--- config.mk ---
export PLATFORM = sky130hd
export DESIGN_NAME = sie_ctrl
export DESIGN_NICKNAME = d
export VERILOG_FILES = /design/src/rtl/sie_ctrl_pkg.sv /design/src/rtl/sie_ctrl.sv
export SDC_FILE = /design/constraint.sdc
export NUM_CORES = 1
export LEC_CHECK = 0
export ABC_AREA = 1
export BUFFER_PORTS_ARGS = -buffer_cell sky130_fd_sc_hd__buf_2
export CAP_MARGIN = 20
export CORE_UTILIZATION = 25
export CTS_CLUSTER_DIAMETER = 40
export DETAILED_ROUTE_END_ITERATION = 10
export HOLD_SLACK_MARGIN = 0.1
export PLACE_DENSITY = 0.56
export SYNTH_ARGS = -nofsm -noshare
export SYNTH_HDL_FRONTEND = slang
export SYNTH_SLANG_ARGS = --single-unit
--- constraint.sdc ---
create_clock -name clock_in -period 1.8 [get_ports clock_in]
set_input_delay 0.09 -clock clock_in [delete_from_list [all_inputs] [get_ports clock_in]]
set_output_delay 0.09 -clock clock_in [all_outputs]
set_load 0.02 [all_outputs]
--- src/rtl/sie_ctrl_pkg.sv ---
// Purpose: Shared constants for the USB serial interface engine control
//          and status registers.
// Assumes: 32-bit AHB-Lite data, one aligned word per register.
// Notes:   Only the low byte of each register carries state.
package sie_ctrl_pkg;

   // Clock and timing
   localparam int CLOCK_MHZ       = 100;
   localparam int SOF_PERIOD_US   = 1000;
   localparam int SOF_PERIOD_CYC  = SOF_PERIOD_US * CLOCK_MHZ;

   // Register byte offsets
   localparam logic [7:0] OFF_STATUS    = 8'h00;
   localparam logic [7:0] OFF_CONTROL   = 8'h04;
   localparam logic [7:0] OFF_ADDRESS   = 8'h08;
   localparam logic [7:0] OFF_TOKEN     = 8'h0c;
   localparam logic [7:0] OFF_THRESHOLD = 8'h10;

   // Decoded register selector
   typedef enum logic [2:0] {
      SEL_STATUS, SEL_CONTROL, SEL_ADDRESS, SEL_TOKEN, SEL_THRESHOLD,
      SEL_NONE
   } reg_sel_t;

   // Status field positions
   localparam int ST_EP_LSB   = 4;
   localparam int ST_TX_BIT   = 3;
   localparam int ST_BANK_BIT = 2;

   // Control field positions
   localparam int CT_J_BIT      = 7;
   localparam int CT_SE0_BIT    = 6;
   localparam int CT_PACKET_PROCESSING_DISABLE_BIT = 5;
   localparam int CT_TBUSY_BIT  = 5;
   localparam int CT_BRST_BIT   = 4;
   localparam int CT_HOST_BIT   = 3;
   localparam int CT_RESUME_BIT = 2;
   localparam int CT_PPRST_BIT  = 1;
   localparam int CT_EN_BIT     = 0;

   // Address and token field positions
   localparam int AD_LS_BIT   = 7;
   localparam int TK_PID_LSB  = 4;

   // Token type codes
   localparam logic [3:0] PID_SETUP = 4'hd;
   localparam logic [3:0] PID_IN    = 4'h9;
   localparam logic [3:0] PID_OUT   = 4'h1;

   // Reset values and widths
   localparam logic [7:0]  BYTE_ZERO = 8'h00;
   localparam logic [31:0] WORD_ZERO = 32'h0000_0000;
   localparam logic [1:0]  HTRANS_NONSEQ_BIT = 2'h2;

endpackage : sie_ctrl_pkg
--- src/rtl/sie_ctrl.sv ---
// Purpose: Control and status registers of a USB OTG serial interface
//          engine, reached over AHB-Lite.
// Assumes: SIE handshakes arrive on clock_in; D+/D- levels are async.
// Notes:   Zero-wait slave; read data registered in the address phase.
//
// Decided for this implementation: the AHB-Lite interface to the registers and the register offsets.
`timescale 1ns/100ps
`default_nettype none

// Summary of operation
// - After each transfer, load last endpoint number, 0 to 15.
// - Transmit indicator is one for transmit, zero for receive.
// - Bank indicator is one for odd bank, zero for even bank.
// - Bank indicator meaningful only for endpoints with both banks.
// - Live single-ended zero flag, read-only, in both modes.
// - Packet disable stops processing; set by hardware on SETUP tokens in device mode.
// - Host enable turns on host operation and both D+/D- pull-downs.
// - Resume signaling driven while resume bit set; software times 10 ms.
// - Ping-pong reset returns all buffer pointers to the even bank.
// - Device mode enable turns on module and D+ pull-up.
// - Host mode shows live J state flag, speed dependent.
// - Host token busy flag high while a token executes.
// - Bus reset driven while control set; software holds 50 ms.
// - Start-of-frame token sent every millisecond while enabled; none sent while bus reset is set.
// - Low-speed select in host mode; reads zero in device mode.
// - Seven-bit device address, readable and writable.
// - Token types SETUP 1101, IN 1001, OUT 0001; others reserved.
// - Eight-bit frame threshold equals ten plus packet size.
// - Unimplemented bits and upper bytes read zero, ignore writes.
// - Only the least significant byte of each register exists.
module sie_ctrl
   import sie_ctrl_pkg::*;
#(
   parameter int SOF_PERIOD_CYCLES = SOF_PERIOD_CYC
) (
   input  wire logic        clock_in,
   input  wire logic        resetn_in,
   // AHB-Lite slave
   input  wire logic        hsel_in,
   input  wire logic [31:0] haddr_in,
   input  wire logic [1:0]  htrans_in,
   input  wire logic        hwrite_in,
   input  wire logic [2:0]  hsize_in,
   input  wire logic [31:0] hwdata_in,
   input  wire logic        hready_in,
   output var  logic [31:0] hrdata_out,
   output var  logic        hreadyout_out,
   output var  logic        hresp_out,
   // SIE events, same clock
   input  wire logic        xact_done_in,
   input  wire logic [3:0]  xact_endpoint_in,
   input  wire logic        xact_transmit_in,
   input  wire logic        xact_odd_bank_in,
   input  wire logic        setup_token_in,
   input  wire logic        token_done_in,
   // Bus line levels, asynchronous
   input  wire logic        dp_line_in,
   input  wire logic        dm_line_in,
   // Controls to SIE and transceiver
   output var  logic        packet_processing_disable_out,
   output var  logic        host_capability_enable_out,
   output var  logic        dp_pulldown_out,
   output var  logic        dm_pulldown_out,
   output var  logic        dp_pullup_out,
   output var  logic        device_module_enable_out,
   output var  logic        resume_signal_out,
   output var  logic        pingpong_pointer_reset_out,
   output var  logic        bus_reset_control_out,
   output var  logic        low_speed_select_out,
   output var  logic [6:0]  device_address_out,
   output var  logic        token_start_out,
   output var  logic [3:0]  token_pid_out,
   output var  logic [3:0]  token_endpoint_field_out,
   output var  logic        frame_start_token_out,
   output var  logic [7:0]  threshold_value_out
);

   localparam int SOF_W = $clog2(SOF_PERIOD_CYCLES + 1);
   localparam logic [SOF_W-1:0] SOF_LAST = SOF_W'(SOF_PERIOD_CYCLES - 1);
   localparam logic [SOF_W-1:0] SOF_ZERO = '0;

   typedef struct packed {
      logic             dp_s1;
      logic             dp_s2;
      logic             dm_s1;
      logic             dm_s2;
      logic             se0;
      logic             jst;
      logic             wr_pend;
      reg_sel_t         wr_sel;
      logic [31:0]      rdata;
      logic             ready;
      logic [3:0]       last_ep;
      logic             last_tx;
      logic             last_odd;
      logic             pkt_dis;
      logic             host_en;
      logic             resume;
      logic             pp_rst;
      logic             mod_en;
      logic             bus_rst;
      logic             sof_en;
      logic             tok_busy;
      logic             tok_start;
      logic [7:0]       tok_cmd;
      logic             low_speed;
      logic [6:0]       dev_addr;
      logic [7:0]       sof_thr;
      logic [SOF_W-1:0] sof_cnt;
      logic             sof_pulse;
   } state_t;

   state_t state_reg;
   state_t state_next;

   // Maps a byte address to a register selector
   function automatic reg_sel_t decode_reg(input logic [31:0] addr);
      reg_sel_t sel;
      sel = SEL_NONE;
      if (addr[31:8] == 24'h00_0000) begin
         unique case (addr[7:0])
            OFF_STATUS:    sel = SEL_STATUS;
            OFF_CONTROL:   sel = SEL_CONTROL;
            OFF_ADDRESS:   sel = SEL_ADDRESS;
            OFF_TOKEN:     sel = SEL_TOKEN;
            OFF_THRESHOLD: sel = SEL_THRESHOLD;
            default:       sel = SEL_NONE;
         endcase
      end
      return sel;
   endfunction : decode_reg

   // Legal host token type check
   function automatic logic pid_legal(input logic [3:0] pid);
      return (pid == PID_SETUP) || (pid == PID_IN) || (pid == PID_OUT);
   endfunction : pid_legal

   // Next-state logic
   always_comb begin
      logic       take;
      logic [7:0] wb;
      logic [7:0] rb;
      reg_sel_t   rsel;
      take = 1'b0;
      wb   = BYTE_ZERO;
      rb   = BYTE_ZERO;
      rsel = SEL_NONE;
      state_next = state_reg;

      // Two-stage synchronisers; only stage two feeds logic
      state_next.dp_s1 = dp_line_in;
      state_next.dp_s2 = state_reg.dp_s1;
      state_next.dm_s1 = dm_line_in;
      state_next.dm_s2 = state_reg.dm_s1;
      state_next.se0 = ~state_reg.dp_s2 & ~state_reg.dm_s2;
      // J is D+ high at full speed, D- high at low speed
      state_next.jst = state_reg.host_en &
         (state_reg.low_speed ? (~state_reg.dp_s2 & state_reg.dm_s2)
                              : (state_reg.dp_s2 & ~state_reg.dm_s2));

      state_next.tok_start = 1'b0;
      state_next.sof_pulse = 1'b0;
      state_next.ready     = 1'b1;

      // Data phase of a write: only the low byte is kept
      wb = hwdata_in[7:0];
      if (state_reg.wr_pend) begin
         unique case (state_reg.wr_sel)
            SEL_CONTROL: begin
               state_next.host_en = wb[CT_HOST_BIT];
               state_next.resume  = wb[CT_RESUME_BIT];
               state_next.pp_rst  = wb[CT_PPRST_BIT];
               if (state_reg.host_en) begin
                  state_next.bus_rst = wb[CT_BRST_BIT];
                  state_next.sof_en  = wb[CT_EN_BIT];
               end else begin
                  state_next.pkt_dis = wb[CT_PACKET_PROCESSING_DISABLE_BIT];
                  state_next.mod_en  = wb[CT_EN_BIT];
               end
            end
            SEL_ADDRESS: begin
               state_next.dev_addr  = wb[6:0];
               state_next.low_speed = wb[AD_LS_BIT] &
                                      state_reg.host_en;
            end
            SEL_TOKEN: begin
               // A new token is refused while one is in progress
               if (state_reg.host_en && !state_reg.tok_busy) begin
                  state_next.tok_cmd = wb;
                  if (pid_legal(wb[7:TK_PID_LSB])) begin
                     state_next.tok_busy  = 1'b1;
                     state_next.tok_start = 1'b1;
                  end
               end
            end
            SEL_THRESHOLD: state_next.sof_thr = wb;
            default: ;
         endcase
      end

      // Leaving host mode drops the host-only controls
      if (!state_next.host_en) begin
         state_next.bus_rst   = 1'b0;
         state_next.sof_en    = 1'b0;
         state_next.low_speed = 1'b0;
      end

      // Hardware events win over software clears
      if (setup_token_in && !state_reg.host_en) begin
         state_next.pkt_dis = 1'b1;
      end
      if (token_done_in && !state_next.tok_start) begin
         state_next.tok_busy = 1'b0;
      end
      if (!state_next.host_en) begin
         state_next.tok_busy = 1'b0;
      end

      // All three transfer fields load together
      if (xact_done_in) begin
         state_next.last_ep  = xact_endpoint_in;
         state_next.last_tx  = xact_transmit_in;
         state_next.last_odd = xact_odd_bank_in;
      end

      // Frame timer runs only while frames are enabled
      if (state_reg.host_en && state_reg.sof_en && !state_reg.bus_rst) begin
         if (state_reg.sof_cnt == SOF_LAST) begin
            state_next.sof_cnt   = SOF_ZERO;
            state_next.sof_pulse = 1'b1;
         end else begin
            state_next.sof_cnt = state_reg.sof_cnt + 1'b1;
         end
      end else begin
         state_next.sof_cnt = SOF_ZERO;
      end

      // Address phase: capture write, or build read data from new state
      take = hsel_in & hready_in & htrans_in[1] & (htrans_in[0] == 1'b0 ||
             htrans_in == (HTRANS_NONSEQ_BIT | 2'h1));
      rsel = decode_reg(haddr_in);
      state_next.wr_pend = take & hwrite_in;
      state_next.wr_sel  = rsel;
      unique case (rsel)
         SEL_STATUS:
            rb = {state_next.last_ep, state_next.last_tx,
                  state_next.last_odd, 2'b00};
         SEL_CONTROL:
            if (state_next.host_en) begin
               rb = {state_next.jst, state_next.se0, state_next.tok_busy,
                     state_next.bus_rst, 1'b1, state_next.resume,
                     state_next.pp_rst, state_next.sof_en};
            end else begin
               rb = {1'b0, state_next.se0, state_next.pkt_dis, 1'b0,
                     1'b0, state_next.resume, state_next.pp_rst,
                     state_next.mod_en};
            end
         SEL_ADDRESS:   rb = {state_next.low_speed, state_next.dev_addr};
         SEL_TOKEN:     rb = state_next.tok_cmd;
         SEL_THRESHOLD: rb = state_next.sof_thr;
         default:       rb = BYTE_ZERO;
      endcase
      if (take && !hwrite_in) begin
         state_next.rdata = {24'h00_0000, rb};
      end
   end

   // State register; constants only under reset
   always_ff @(posedge clock_in or negedge resetn_in) begin
      if (!resetn_in) begin
         state_reg <= '0;
      end else begin
         state_reg <= state_next;
      end
   end

   // Outputs straight from state flops; hresp_out tied to zero
   assign hrdata_out                    = state_reg.rdata;
   assign hreadyout_out                 = state_reg.ready;
   assign hresp_out                     = 1'b0;
   assign packet_processing_disable_out = state_reg.pkt_dis;
   assign host_capability_enable_out    = state_reg.host_en;
   assign dp_pulldown_out               = state_reg.host_en;
   assign dm_pulldown_out               = state_reg.host_en;
   assign dp_pullup_out                 = state_reg.mod_en;
   assign device_module_enable_out      = state_reg.mod_en;
   assign resume_signal_out             = state_reg.resume;
   assign pingpong_pointer_reset_out    = state_reg.pp_rst;
   assign bus_reset_control_out         = state_reg.bus_rst;
   assign low_speed_select_out          = state_reg.low_speed;
   assign device_address_out            = state_reg.dev_addr;
   assign token_start_out               = state_reg.tok_start;
   assign token_pid_out                 = state_reg.tok_cmd[7:TK_PID_LSB];
   assign token_endpoint_field_out      = state_reg.tok_cmd[3:0];
   assign frame_start_token_out         = state_reg.sof_pulse;
   assign threshold_value_out           = state_reg.sof_thr;
endmodule : sie_ctrl

`default_nettype wire

# After elaboration in Yosys (flattened, before gate mapping)
# Cells that the tools add are included.
# word_totals
out_inout_bits	69
register_bits	74
# op_classes
n_mux	25
bitwise	12
eq_ne	17
n_addsub	1
reduce_logical	17
# ops
cell	count
8-bit one-hot mux with 5 select lines	1
17-bit 2-to-1 mux	2
33-bit 2-to-1 mux	1
24-bit logical NOT	1
8-bit 2-to-1 mux	3
10-bit 2-to-1 mux	2
17-bit by 1-bit adder with 17-bit output, second input constant	1
17-bit equality test, second input constant	1
8-bit by 4-bit equality test with 1-bit output, second input constant	2
3-bit one-hot mux with 5 select lines	1
3-bit by 2-bit equality test with 1-bit output, second input constant	4
1-bit bitwise AND	9
1-bit 2-to-1 mux	9
4-bit equality test, second input constant	2
8-bit by 3-bit equality test with 1-bit output, second input constant	1
8-bit by 5-bit equality test with 1-bit output, second input constant	1
8-bit logical NOT	1
7-bit 2-to-1 mux	1
3-bit by 1-bit equality test with 1-bit output, second input constant	2
3-bit equality test, second input constant	2
1-bit logical AND	6
2-bit 2-to-1 mux	3
6-bit 2-to-1 mux	1
1-bit logical NOT	5
6 further kinds	10

# Logic depth before layout (Yosys ltp)
# logic_depth
ltp_word	13
ltp_mapped	14
mapped_depth_nobuf	14

# Least setup slack after synthesis
# No wires, ideal clock.
# synth_timing
path_kind	reg-to-reg
startpoint	reg state_reg (netlist bit dm_pulldown_out)
endpoint	reg state_reg (netlist bit hrdata_out[5])
arrival_time_ns	1.479
slack_ns	0.200
path_stages_with_launch	11
setup_time_ns	0.121
n_path_buf	1
synth_period_minus_slack_ns	1.600
cell_sequence	dfrtp_1 nand3_1 nor2_2 nand2_2 buf_6 nor2_1 nor2_1 nand3_1 nand3_1 o21bai_1 nand2_1
# synth_lines
item	line_no	source
from (decl)	sie_ctrl.sv:113	state_t state_reg;
from (signal assigned)	sie_ctrl.sv:273	state_reg <= state_next;

==> reports/metrics.yaml <==
async_reset_ff_frac: 1.000
start_kind: "register"
seq_area_um2: 1856
ys_seq_area_frac: 0.4482
gp_congestion: 0.8073
top_layer: "met4"
totalWireLength_mm: 10.76
finalCritPeriodShare: 0.9456
drc: 0
cap_violations: 0
grt_pass1_vias: 3398
rows: 46
port_buffers: 100
hold_slack_ps: 111.6
wl_met2_mm: 5.136
root_buffer: "clkbuf_16"
syn-instance-count: 507
max-vdd-ir-drop_uv: 414.4
clock_latency_ps: 340
relSlewSlack: 0.6461
dieArea_um2: 17040
layout-drive-gt1-share: 0.3236
dp_cells: 797
p_leak_uw: 0.002673
cts.reportedPaths.clkPinSlew_ps: 60
largest_reg_flops: 31
dp_slack_ps: 63.94
final_nets: 699
rsz0062_at_grt: "yes"
syn_to_final_growth_pct: 27.26
fmax_mhz: 587.5
cts_buffer_depth: 2
ys_ff_latch: 74
power.density_nw_per_um2: 728.4
design_area_um2: 5258
num_io_pins: 154
core_um2: 16000
htree_levels: 3
setup_viol: 0
fin_cells: 834
place_area_um2: 4624
report.final.hold_viol_count: 0
outcome: "finished, final reports clean"
cts.sinks: 74
post_drt_via_cell_ratio: 4.133
start_util: 0.2582
die_h_um: 130.6
diodes: 0
period_needed_ps: 1702
crit_type: "register to register"
dpl.hpwl_mm: 8.310
die_x_um: 130.6
synth_edf_count: 0
drt_iter0_drc: 175
cp_max_fo: 4
synth_area_um2: 4131
finish.utilization: 0.3286
wire_per_inst_um: 12.90
wl_met3_um: 554
wl_met1_mm: 4.962
fillers: 1716
grt_pass1_wl_mm: 17.29
skew_ps: 7.482
yosys_warnings: 0
crit_arrival_ps: 1930
synth-main-ff-cell: "dfrtp_1"
drtPass1Iterations: 4
worst-slew-pin-transition_ps: 530.9
vias: 3447
grtUsageTotal: 0.1347
grt_max_degree: 32
multi_input_area_um2: 1754
antenna_found_initial: 0
overflow: 0
antenna_left: 0
cts_tree: "yes"
drv_slew: 0
endpoint_kind: "register"
required_ps: 2030
min_path_type: "input pin to register"
synth_cell_types: 40
cts_buffers: 9
syn_area_per_cell_um2: 8.149
setup_slack_ps: 97.89
-- power breakdown --
part	switching, uW	leakage, uW	internal, uW	total, uW
Sequential	7.18	0.000861	1680	1690
Combinational	168	0.00166	97.9	266
Clock	772	0.000149	1100	1870
Total	947	0.00267	2880	3830
-- critical path, stage by stage (launching register included) --
cell,delay (ps)
dfrtp_1,370
ha_2,190
nand2_2,90
nor2_4,100
nand4_1,130
nor2_2,140
nand2_2,100
nor3b_4,260
nand3_1,100
nand2_1,70
nor2_1,40
-- final timing paths --
path	start	cells past startpoint	slack, ps	endpoint
worst min register to register	state_next[96]	0	350	state_reg[96]
worst min-delay path	hwdata_in[6]	3	110	token_pid_out[2]
worst max register to register	state_reg[1]	10	100	state_reg[17]
max in group asynchronous	resetn_in	3	900	dm_pulldown_out
worst max-delay path	state_reg[1]	10	100	state_reg[17]
min in group asynchronous	resetn_in	2	260	state_reg[5]
-- cells by family after synthesis --
family,Yosys count,synth area share
xor+xnor,1,0.002120
buf+inv,126,0.1766
flops,74,0.4482
other cells,2,0.001818
fa+ha+maj,1,0.003028
compound gates,52,0.07572
mux,6,0.01635
simple gates,245,0.2762
-- stage by stage --
| stage | setup TNS [ps] | total power (uW) |
|---|---|---|
| global placement | 0 | 1968 |
| global route | -41.30 | 3983 |
| finish | 0 | 3829 |
| detailed placement | 0 | 1968 |
| floorplan | 0 | 1878 |
| CTS | 0 | 3892 |
-- routing by layer --
layer,vias to the layer above,GRT usage
met5,-,0
met4,0,0.03651
met3,10,0.03054
met2,100,0.2266
met1,1570,0.1733
li1,1767,-
-- cell type report --
class | instances | share of cell area
tap | 216 | 0.05140
clock buffer | 9 | 0.04284
timing repair buffer | 138 | 0.1606
multi-input combinational | 331 | 0.3337
clock inverter | 7 | 0.01594
inverter | 59 | 0.04260
sequential | 74 | 0.3529
-- cells in the mapped netlist (all sizes together), types with 3 or more instances --
| library cell | count | area [um^2] |
|---|---|---|
| a21oi | 8 | 40.04 |
| buf | 65 | 500.5 |
| dfrtp | 74 | 1852 |
| inv | 57 | 214.0 |
| mux2 | 6 | 67.56 |
| nand2 | 107 | 416.7 |
| nand3 | 36 | 190.2 |
| nand4 | 22 | 143.9 |
| nor2 | 64 | 280.3 |
| nor3 | 8 | 45.04 |
| nor3b | 3 | 27.52 |
| nor4 | 4 | 31.28 |
| o21a | 4 | 30.03 |
| o21ai | 34 | 196.4 |
-- layout by cell type (no fill, tap or decap), types with 2 or more instances in the layout --
master,count
nand2_4,2
nor3_1,7
dlygate4sd3_1,14
buf_6,3
nand3_1,29
a21oi_1,8
nor3b_1,2
buf_4,20
inv_2,6
dfrtp_1,71
inv_6,3
nor4_1,2
inv_1,50
nor2_1,51
clkinv_1,2
dfrtp_2,3
o21a_1,4
nand4_1,21
buf_2,100
nand2_2,7
conb_1,26
o21ai_2,6
clkbuf_16,9
nor2_2,8
nand3_2,7
o21ai_0,12
nor2_4,5
nand2_1,97
mux2_2,6
o21ai_1,15
-- what timing repair did --
| action | in CTS | in global routing |
|---|---|---|
| setup buffers | 0 | 7 |
| hold buffers | 14 | 0 |
| setup endpoints to repair | 0 | 13 |
| endpoints found under the hold margin | 32 | 0 |
| gates resized for setup | 0 | 39 |
Power figures use the tool's default switching activity.
